### src/for_map.svh
// Bit positions, reset values, sequence counts and word widths for the
// offset readback and retransmit block. Definitions only.
`ifndef FOR_MAP_SVH
`define FOR_MAP_SVH
// Bit positions inside the synchronised pin vector
`define FOR_SYNC_W 7
`define FOR_B_REN 0
`define FOR_B_LD 1
`define FOR_B_MARK 2
`define FOR_B_RT 3
`define FOR_B_MRS 4
`define FOR_B_PRS 5
`define FOR_B_FIRST_WORD_PASSTHROUGH 6
// Offset readback sequence lengths, in enabled reads
`define FOR_SEQ_ONE 3'h2
`define FOR_SEQ_TWO 3'h4
`define FOR_SEQ_THREE 3'h6
// Reset values
`define FOR_OFS_PTR_RST 3'h0
`define FOR_SYNC_RST 7'h3b // Idle pin levels; mark and strap low
// Output word widths in bits
`define FOR_W36 36
`define FOR_W18 18
`define FOR_W9 9
`endif

### src/for_pkg.sv
// Types shared by the offset readback and retransmit block.
// Assumes for_map.svh is on the include path.
package for_pkg;
	// Output bus width selection
	typedef enum logic [1:0] {
		FOR_OW36 = 2'h0,
		FOR_OW18 = 2'h1,
		FOR_OW9 = 2'h2
	} for_ow_type;
	// Retransmit state, one-hot
	typedef enum logic [2:0] {
		FOR_RT_IDLE = 3'h1,
		FOR_RT_MARKED = 3'h2,
		FOR_RT_SETUP = 3'h4
	} for_rt_type;
endpackage : for_pkg

### src/for_read_ctrl.sv
// Read side of a FIFO: offset register readback and retransmit from mark.
// Assumes read-side pins arrive asynchronously; write port, offsets and
// width straps come from logic already on clk.
// What this block does
// - One-word offsets: two reads, then wrap
// - Two-word offsets: four reads, then wrap
// - Deep 9-bit: six reads, then wrap
// - Offset readback only with both strobes low
// - Readback pauses and resumes at next word
// - Offset readback overwrites output data word
// - Readback works in both timing modes
// - Full reset rewinds offset pointer; partial keeps
// - Standard: mark with empty flag high enters
// - Passthrough: mark with ready low enters
// - Mark low leaves retransmit mode
// - Latest mark replaces earlier mark
// - Retransmit low rewinds read pointer to mark
// - Standard: empty flag low during setup
// - Standard: empty flag rises edge after retransmit high
// - Standard: every replayed word needs read enable
// - Passthrough: marked word loads without enable
// - Passthrough: later words need read enable
// - Writes never pass the marked location
`timescale 1ns/1ns
`include "for_map.svh"
module for_read_ctrl
	import for_pkg::*;
#(
	parameter int DW = 36,
	parameter int AW = 6,
	parameter int OFS_W = 27
) (
	input wire logic clk,
	input wire logic rst,
	input wire logic readEnableN,
	input wire logic offsetAccessN,
	input wire logic markIn,
	input wire logic retransmitN,
	input wire logic fullResetN,
	input wire logic softResetN,
	input wire logic firstWordPassthrough,
	input wire for_ow_type outWidth,
	input wire logic deepVariant,
	input wire logic [OFS_W-1:0] emptyOffset,
	input wire logic [OFS_W-1:0] fullOffset,
	input wire logic writeValid,
	input wire logic [DW-1:0] writeData,
	output logic writeReady,
	output logic [DW-1:0] readDataOut,
	output logic emptyFlagN,
	output logic outputReadyN,
	output logic retransmitActive
);
	localparam logic [AW:0] DEPTH = (AW+1)'(1 << AW);

	typedef struct packed {
		logic [`FOR_SYNC_W-1:0] syncA;
		logic [`FOR_SYNC_W-1:0] syncB;
		logic first_word_passthrough;
		logic [2:0] ofsPtr;
		logic [AW:0] rdPtr;
		logic [AW:0] wrPtr;
		logic [AW:0] markPtr;
		for_rt_type rt;
		logic [DW-1:0] dataOut;
		logic emptyN;
		logic readyN;
	} for_state_type;

	for_state_type st_r;
	for_state_type st_nxt;
	logic [DW-1:0] mem [0:(1<<AW)-1];

	logic renN;
	logic ldN;
	logic mark;
	logic rtN;
	logic mrsN;
	logic prsN;
	logic live;
	logic ofsRd;
	logic rtHit;
	logic wrAccept;
	logic [2:0] seqLen;
	logic [2:0] half;
	logic [DW-1:0] ofsWord;
	logic [DW-1:0] memRd;
	logic [DW-1:0] memMark;
	logic [AW:0] rdPrev;
	logic [AW:0] used;

	// Slice one output word from an offset value
	function automatic logic [DW-1:0] ofsPart(
		input logic [OFS_W-1:0] v,
		input logic [2:0] k,
		input for_ow_type ow
	);
		logic [DW-1:0] wide;
		logic [DW-1:0] mask;
		int sh;
		wide = DW'(v);
		sh = (ow == FOR_OW9) ? `FOR_W9 : (ow == FOR_OW18) ? `FOR_W18 : `FOR_W36;
		mask = (sh >= DW) ? '1 : ((DW'(1) << sh) - DW'(1));
		ofsPart = (wide >> (int'(k) * sh)) & mask;
	endfunction : ofsPart

	// Pin levels after the second synchroniser stage
	assign renN = st_r.syncB[`FOR_B_REN];
	assign ldN = st_r.syncB[`FOR_B_LD];
	assign mark = st_r.syncB[`FOR_B_MARK];
	assign rtN = st_r.syncB[`FOR_B_RT];
	assign mrsN = st_r.syncB[`FOR_B_MRS];
	assign prsN = st_r.syncB[`FOR_B_PRS];
	assign live = mrsN && prsN;

	// Sequence length per width and depth variant
	always_comb begin
		case (outWidth)
			FOR_OW18: seqLen = deepVariant ? `FOR_SEQ_TWO : `FOR_SEQ_ONE;
			FOR_OW9: seqLen = deepVariant ? `FOR_SEQ_THREE : `FOR_SEQ_TWO;
			default: seqLen = `FOR_SEQ_ONE;
		endcase
	end
	assign half = seqLen >> 1;

	assign ofsRd = live && !renN && !ldN;
	// Empty half of the pointer range first, then full half
	assign ofsWord = (st_r.ofsPtr < half) ?
		ofsPart(emptyOffset, st_r.ofsPtr, outWidth) :
		ofsPart(fullOffset, st_r.ofsPtr - half, outWidth);

	assign memRd = mem[st_r.rdPtr[AW-1:0]];
	assign memMark = mem[st_r.markPtr[AW-1:0]];
	assign rdPrev = st_r.rdPtr - (AW+1)'(1);
	assign rtHit = live && mark && !rtN && (st_r.rt != FOR_RT_IDLE);

	// fill counted from the mark while retransmitting
	assign used = st_r.wrPtr - ((st_r.rt != FOR_RT_IDLE) ? st_r.markPtr : st_r.rdPtr);
	assign writeReady = live && (used < DEPTH);
	assign wrAccept = writeValid && writeReady;

	// Next-state logic for the whole read side
	always_comb begin
		st_nxt = st_r;
		st_nxt.syncA = {firstWordPassthrough, softResetN, fullResetN,
			retransmitN, markIn, offsetAccessN, readEnableN};
		st_nxt.syncB = st_r.syncA;
		if (!mrsN) begin
			st_nxt.ofsPtr = `FOR_OFS_PTR_RST;
			st_nxt.first_word_passthrough = st_r.syncB[`FOR_B_FIRST_WORD_PASSTHROUGH];
			st_nxt.rdPtr = '0;
			st_nxt.wrPtr = '0;
			st_nxt.markPtr = '0;
			st_nxt.rt = FOR_RT_IDLE;
			st_nxt.dataOut = '0;
		end else if (!prsN) begin
			st_nxt.rdPtr = '0;
			st_nxt.wrPtr = '0;
			st_nxt.markPtr = '0;
			st_nxt.rt = FOR_RT_IDLE;
			st_nxt.dataOut = '0;
		end else begin
			if (wrAccept) begin
				st_nxt.wrPtr = st_r.wrPtr + (AW+1)'(1);
			end
			// pointer holds while either strobe is high
			if (ofsRd) begin
				st_nxt.dataOut = ofsWord;
				st_nxt.ofsPtr = (st_r.ofsPtr + 3'h1 >= seqLen) ? 3'h0 : st_r.ofsPtr + 3'h1;
			end else if (st_r.rt == FOR_RT_SETUP || rtHit) begin
				// Reads held off while the replay is set up
			end else if (!st_r.first_word_passthrough) begin
				if (!renN && st_r.rdPtr != st_r.wrPtr) begin
					st_nxt.dataOut = memRd;
					st_nxt.rdPtr = st_r.rdPtr + (AW+1)'(1);
				end
			end else if (st_r.readyN || !renN) begin
				if (st_r.rdPtr != st_r.wrPtr) begin
					st_nxt.dataOut = memRd;
					st_nxt.rdPtr = st_r.rdPtr + (AW+1)'(1);
					st_nxt.readyN = 1'b0;
				end else begin
					st_nxt.readyN = 1'b1;
				end
			end
			// Retransmit sequencing
			case (st_r.rt)
				FOR_RT_IDLE: begin
					// record the word in the output register
					if (mark && (st_r.first_word_passthrough ? !st_r.readyN : st_r.emptyN)) begin
						st_nxt.rt = FOR_RT_MARKED;
						st_nxt.markPtr = rdPrev;
					end
				end
				FOR_RT_MARKED: begin
					if (!mark) begin
						st_nxt.rt = FOR_RT_IDLE;
					end else if (!rtN) begin
						st_nxt.rt = FOR_RT_SETUP;
						st_nxt.rdPtr = st_r.markPtr;
					end
				end
				FOR_RT_SETUP: begin
					if (!mark) begin
						st_nxt.rt = FOR_RT_IDLE;
					end else if (!rtN) begin
						st_nxt.rdPtr = st_r.markPtr;
					end else begin
						st_nxt.rt = FOR_RT_MARKED;
						if (st_r.first_word_passthrough) begin
							st_nxt.dataOut = memMark;
							st_nxt.rdPtr = st_r.markPtr + (AW+1)'(1);
							st_nxt.readyN = 1'b0;
						end
					end
				end
				default: st_nxt.rt = FOR_RT_IDLE;
			endcase
		end
		st_nxt.emptyN = !st_nxt.first_word_passthrough && live && (st_nxt.rt != FOR_RT_SETUP) &&
			(st_nxt.rdPtr != st_nxt.wrPtr);
		// ready held high through setup and resets
		if (!st_nxt.first_word_passthrough || !live || st_nxt.rt == FOR_RT_SETUP) begin
			st_nxt.readyN = 1'b1;
		end
	end

	// State register; the strap is caught while full reset is low
	always_ff @(posedge clk) begin
		if (rst) begin
			// Idle pin levels, so no false mark is seen right after reset
			st_r.syncA <= `FOR_SYNC_RST;
			st_r.syncB <= `FOR_SYNC_RST;
			st_r.first_word_passthrough <= 1'b0;
			st_r.ofsPtr <= `FOR_OFS_PTR_RST;
			st_r.rdPtr <= '0;
			st_r.wrPtr <= '0;
			st_r.markPtr <= '0;
			st_r.rt <= FOR_RT_IDLE;
			st_r.dataOut <= '0;
			st_r.emptyN <= 1'b0;
			st_r.readyN <= 1'b1;
		end else begin
			st_r <= st_nxt;
		end
	end

	// Storage; no reset needed since pointers gate every read
	always_ff @(posedge clk) begin
		if (wrAccept) begin
			mem[st_r.wrPtr[AW-1:0]] <= writeData;
		end
	end

	assign readDataOut = st_r.dataOut;
	assign emptyFlagN = st_r.emptyN;
	assign outputReadyN = st_r.readyN;
	assign retransmitActive = (st_r.rt != FOR_RT_IDLE);
endmodule : for_read_ctrl

### config.mk
export PLATFORM = sky130hd
export DESIGN_NAME = for_read_ctrl
export DESIGN_NICKNAME = d
export VERILOG_FILES = /design/src/for_pkg.sv /design/src/for_read_ctrl.sv
export VERILOG_INCLUDE_DIRS = /design/src
export SDC_FILE = /design/constraint.sdc
export NUM_CORES = 2
export LEC_CHECK = 0
export BUFFER_PORTS_ARGS = -buffer_cell sky130_fd_sc_hd__clkbuf_2
export CAP_MARGIN = 20
export CORE_MARGIN = 2
export CORE_UTILIZATION = 50
export DETAILED_ROUTE_END_ITERATION = 7
export MAX_ROUTING_LAYER = met4
export PLACE_DENSITY = 0.62
export SLEW_MARGIN = 20
export SYNTH_ARGS = -nofsm -noshare
export SYNTH_HDL_FRONTEND = slang
export SYNTH_SLANG_ARGS = --single-unit
export TNS_END_PERCENT = 100
### constraint.sdc
create_clock -name clk -period 13.2 [get_ports clk]
set_clock_uncertainty 0.15 [all_clocks]
set_input_delay 3.96 -clock clk [delete_from_list [all_inputs] [get_ports clk]]
set_output_delay 3.96 -clock clk [all_outputs]
set_load 0.02 [all_outputs]
* After elaboration in Yosys (flattened, before gate mapping)
Memories as Yosys holds them, arrays and structs flattened. A register that Yosys moved wholly into a read port is not among the register bits.
Cells that the tools add are included.
** Word-level totals
- Bits of input ports :: 103
- Word-level logic and storage cells :: 128
- Bits in registers :: 80
- Memories kept :: 1
- Output and inout bits :: 40
- Bits in writable memories :: 2304
** Memory list
- mem :: words 64, bits a word 36, rd ports 2, clocked after memory_dff 2, write ports 1, RTL line for_read_ctrl.sv:72 : logic [DW-1:0] mem [0:(1<<AW)-1];
** Cells by class
- $add $sub $neg :: 8
- $lt $le $gt $ge :: 4
- Shifts and indexed selects :: 3
- Reductions and logical operators :: 29
- Equal/unequal tests :: 10
- Bitwise gates (word level) :: 4
- Multiplexer cells :: 56
- Multipliers :: 2
** Operator list (number)
- $mux W36 :: 11
- $mux W60 :: 2
- $mux W7 :: 14
- $and A36 B36 Y36 :: 2
- $mux W39 :: 1
- $shl A1 B6 Y36 const A :: 1
- $shr A27 B32 Y36 :: 1
- $shr A27 B9 Y36 :: 1
- $sub A36 B1 Y36 const B :: 1
- $mul A4 B32 Y32 :: 1
- $mux W6 :: 5
- $add A7 B1 Y7 const B :: 3
- $mux W3 :: 5
- $ne A7 B7 Y1 :: 2
- $pmux W7 S2 :: 1
- $logic_and A1 B1 Y1 :: 13
- $mux W1 :: 13
- $mux W10 :: 1
- $mul A3 B6 Y9 :: 1
- $pmux W3 S3 :: 1
- $lt A7 B7 Y1 const B :: 1
- $sub A7 B1 Y7 const B :: 1
- $sub A7 B7 Y7 :: 1
- $eq A3 B3 Y1 const B :: 2
- 19 further kinds :: 31

* Depth between registers and ports, before layout
- Word-level depth :: 18
- Depth in mapped cells :: 24
- Gate-level depth less buffers :: 22

* Worst setup path after synthesis
No wires, ideal clock.
- Path kind :: input port to flip-flop
- From :: input outWidth[0]
- To :: register st_r, in the netlist readDataOut[3]
- Arrival time :: 8.508 ns
- Library setup time :: 0.133 ns
- Stages on the path :: 23
- Data required time :: 12.917 ns
- Setup slack :: 4.409 ns
- Path buffers :: 5
- Cells stage by stage :: inv_1 -> ha_1 -> clkbuf_1 -> a211o_1 -> ha_1 -> nand2b_1 -> buf_2 -> buf_2 -> inv_1 -> fa_1 -> inv_1 -> fa_1 -> nor2b_1 -> o21a_1 -> o22a_1 -> or2_1 -> clkbuf_1 -> clkbuf_1 -> a21oi_1 -> a31oi_1 -> o31ai_1 -> a31oi_1 -> a21oi_1
** On the way
- Word-level cells in the longest chain between the ends :: 13
- Elaborated cells between the ends (all ways) :: 23
- Those cells by class :: add/sub: 2; mul: 2; order compare: 2; eq/ne: 2; shift: 3; mux: 10; bitwise: 2
** Ends and longest elaborated chain
- from (decl) :: RTL line for_read_ctrl.sv:42 : input wire for_ow_type outWidth,
- branches (longest 7 deep; another with $mul A4 B32 Y32)
- $mux W36 * :: RTL line for_read_ctrl.sv:128 : assign ofsWord = (st_r.ofsPtr < half) ?
- $mux W36 * :: RTL line for_read_ctrl.sv:167 : if (ofsRd) begin
- $mux W36 :: RTL line for_read_ctrl.sv:210 : if (st_r.first_word_passthrough) begin
- $mux W39 :: RTL line for_read_ctrl.sv:206 : end else if (!rtN) begin
- $mux W36 :: RTL line for_read_ctrl.sv:204 : if (!mark) begin
- $mux W36 * :: RTL line for_read_ctrl.sv:187 : case (st_r.rt)
- to (signal assigned) :: RTL line for_read_ctrl.sv:244 : st_r <= st_nxt;
- to (decl) :: RTL line for_read_ctrl.sv:70 : for_state_type st_r;
Mark *: on every way between the ends.
A chain may end at the register's enable or synchronous reset.

* Worst setup path after layout
- From :: input outWidth[0]
- To :: register st_r, in the netlist readDataOut[1]
Same word-level chain as after synthesis.

==> summary.txt <==
crit-path max FO -> 21
Clock Path Buffers -> 4
clock sink count -> 2,390
H-tree lvl count -> 5
Slew Viols, Final -> 0
synthesized area per cell -> 21.0 um^2
Yosys reg bits -> 2,390
worst slew pin tran -> 1.12 ns
Final Cycle Share -> 0.663
Die X -> 481 um
grt total ovfl -> 0
crit-path cells -> clkbuf_2 -> inv_1 -> ha_1 -> a211o_1 -> ha_1 -> fa_1 -> xor2_1 -> nand2_1 -> fa_1 -> inv_1 -> ha_1 -> inv_1 -> fa_1 -> nor2b_1 -> nand4b_1 -> o22a_1 -> or2_1 -> nor2_1 -> a221oi_1 -> a2111oi_0 -> a311oi_1 -> a21oi_1
max frequency -> 114 MHz
count leader, synth -> edfxtp_1
number of synthesized flops with an enable pin -> 2,304
CTS tree -> built
dpl hpwl -> 214 mm
WP data required -> 13.89 ns
DR WL/cell -> 42.1 um
largest net degree at the start of global routing -> 130
initial antenna violation count -> 26
Final ANT Viol Nets -> 0
CTS buffer count -> 277
Yosys top cell area share -> 0.609
reg-to-reg startpoint -> st_r[55]
Final Hold Vio Count -> 0
cts hold-fix bufs -> 0
worst hold-check path type -> reg -> reg
# setup viols final -> 0
Largest stage delay, worst path -> 0.53 ns
Critical Path Sink -> readDataOut[1]
maxcap violations -> 0
largest cells by area after synthesis -> edfxtp_1 61%, mux4_2 30%, dfxtp_1 1.5%
drc violations -> 0
slew margin rel. -> 0.251
core area -> 227,000 um^2
placed cells -> 8,291
RSZ-0062 raised after global routing -> false
leakage -> 0.0378 uW
DIE HEIGHT -> 481 um
CTS clock-pin slew for the worst setup and hold paths -> 0.06 ns
vias in the first global route -> 63,500
outcome -> complete, no violations
Crit. End Element -> flop
die area -> 231,000 um^2
# fillers -> 16,700
kind of critical path -> in -> reg
worst skew pair latency -> 0.97 ns
non-filler cells, final -> 8,777
RR Endpoint -> readDataOut[13]
Synth Flop Type -> edfxtp_1
post-synth top area cell -> edfxtp_1
min Tclk post-route -> 8.75 ns
crit start category -> input port
NumNets Final -> 5,714
setup TNS -> 0 ns
PortBufs -> 142
Final Wtd Congestion -> 0.913
TritonRoute pass-1 iters -> 5
worst hold slack -> 0.262 ns
Syn Inst Count -> 5,412
# IOs -> 143
Synth Warn # -> 0
synthesized area -> 114,000 um^2
Crit. Startpoint -> outWidth[0]
global router's overall resource usage -> 0.332
vias -> 63,400
top cells by count, synth -> 2,304 x edfxtp_1, 1,490 x mux4_2, 218 x clkbuf_1, 171 x nor2_1, 123 x buf_2
critical path arrival -> 9.44 ns
R2R Setup Slk -> 6.25 ns
syn nets -> 5,562
cell row count -> 175
area grow syn2layout -> 11.5%
Seq/Total Area, Yosys -> 0.624
DR vias/cell -> 7.23
WL final -> 370 mm
cts repair resizes -> 0
reg2reg path depth -> 12
First DRT Iteration DRCs -> 9,275
cell area power density -> 129 nW/um^2
first-pass GRT wire length -> 510 mm
Worst VDD drop -> 0.0924 mV
buffer count from post-CTS setup fixing -> 0
share of layout cells above drive strength 1 -> 0.398
Initial Util -> 0.502
Cell variety after synth -> 70
Post-synth ARST share -> 0
clk root buf -> clkbuf_16
Critical-path top delay cell -> or2_1
[registers in the layout, summed over array words and instances, names as in the netlist, named ones only]
signal        cells
st_nxt            7
mrsN              1
renN              1
rtN               1
mem            2304
readDataOut      36
mark              1
outputReadyN      1
ldN               1
prsN              1
emptyFlagN        1
st_r             29
[layout make-up]
class                           instances  area, um^2  share of cell area
Tap cell                             3009        3760              0.0297
Clock inverter                        119        1040             0.00824
Multi-Input combinational cell       2517       40900               0.323
Sequential cell                      2390       70900               0.560
Clock buffer                          347        7300              0.0576
Timing Repair Buffer                  338        2610              0.0206
Antenna cell                           17        42.5            0.000336
Inverter                               40         150             0.00118
[worst min path at each step]
stage,start,to,slack (ns),cells past startpoint
floorplan,mark,st_r[38],0.23,1
global placement,st_nxt[69],rtN,0.25,1
detailed placement,st_nxt[71],prsN,0.25,1
CTS,st_nxt[70],mrsN,0.26,1
global route,st_nxt[66],renN,0.28,1
finish,st_nxt[66],renN,0.26,1
[metal layers]
| layer | wire [um] | track usage | part of all wire |
|---|---|---|---|
| met5 | 0 | - | 0 |
| met4 | 17500 | 0.140 | 0.047 |
| met3 | 38000 | 0.0669 | 0.10 |
| met2 | 176000 | 0.501 | 0.47 |
| met1 | 139000 | 0.446 | 0.37 |
[per-stage QoR]
| step | utilization | power, uW | instance area, um^2 | worst slack (ns) |
|---|---|---|---|---|
| 2_1_floorplan | - | 8950 | 114000 | 4.41 |
| 3_3_place_gp | 0.521 | 9260 | 118000 | 3.55 |
| 3_5_place_dp | 0.522 | 9270 | 118000 | 3.55 |
| 4_1_cts | 0.559 | 16500 | 127000 | 4.51 |
| 5_1_grt | 0.559 | 16800 | 127000 | 4.04 |
| 6_report | 0.559 | 16400 | 127000 | 4.45 |
[layout by cell type (no fill, tap or decap), types with 47 or more instances in the layout]
master	n
clkinv_1	62
nand2_1	77
nor2_1	103
mux2i_1	110
mux4_2	1490
clkbuf_2	108
edfxtp_1	2304
clkbuf_16	282
clkbuf_1	65
nor3_1	47
buf_4	169
dfxtp_1	74
a22oi_1	58
nor2_4	68
a21oi_1	111
[power breakdown]
part | switching [uW] | internal (uW) | leakage, uW
Sequential | 20.3 | 8330 | 0.0214
Clock | 3000 | 4260 | 0.00406
Combinational | 477 | 285 | 0.0123
Total | 3490 | 12900 | 0.0378
[cells by family (layout without fill, tap and decap cells)]
| group | Yosys count | after routing | synth area share |
|---|---|---|---|
| flops | 2390 | 2390 | 0.624 |
| buf+inv | 505 | 844 | 0.0213 |
| xor+xnor | 42 | 42 | 0.00324 |
| fa+ha+maj | 47 | 47 | 0.00577 |
| other cells | 0 | 17 | 0 |
| compound gates | 382 | 382 | 0.0220 |
| simple gates | 435 | 435 | 0.0180 |
| mux | 1611 | 1611 | 0.306 |
[worst max-delay path, delay by kind of cell]
family	cells	cell delay, ns
xor gates and xnor gates	1	0.22
and+or+nand+nor	5	1.29
AOI/OAI and AO/OA	6	1.46
buffers and inverters	4	0.32
adders and majority gates	6	2.19
Note: power is estimated with default switching activity, not from simulation.
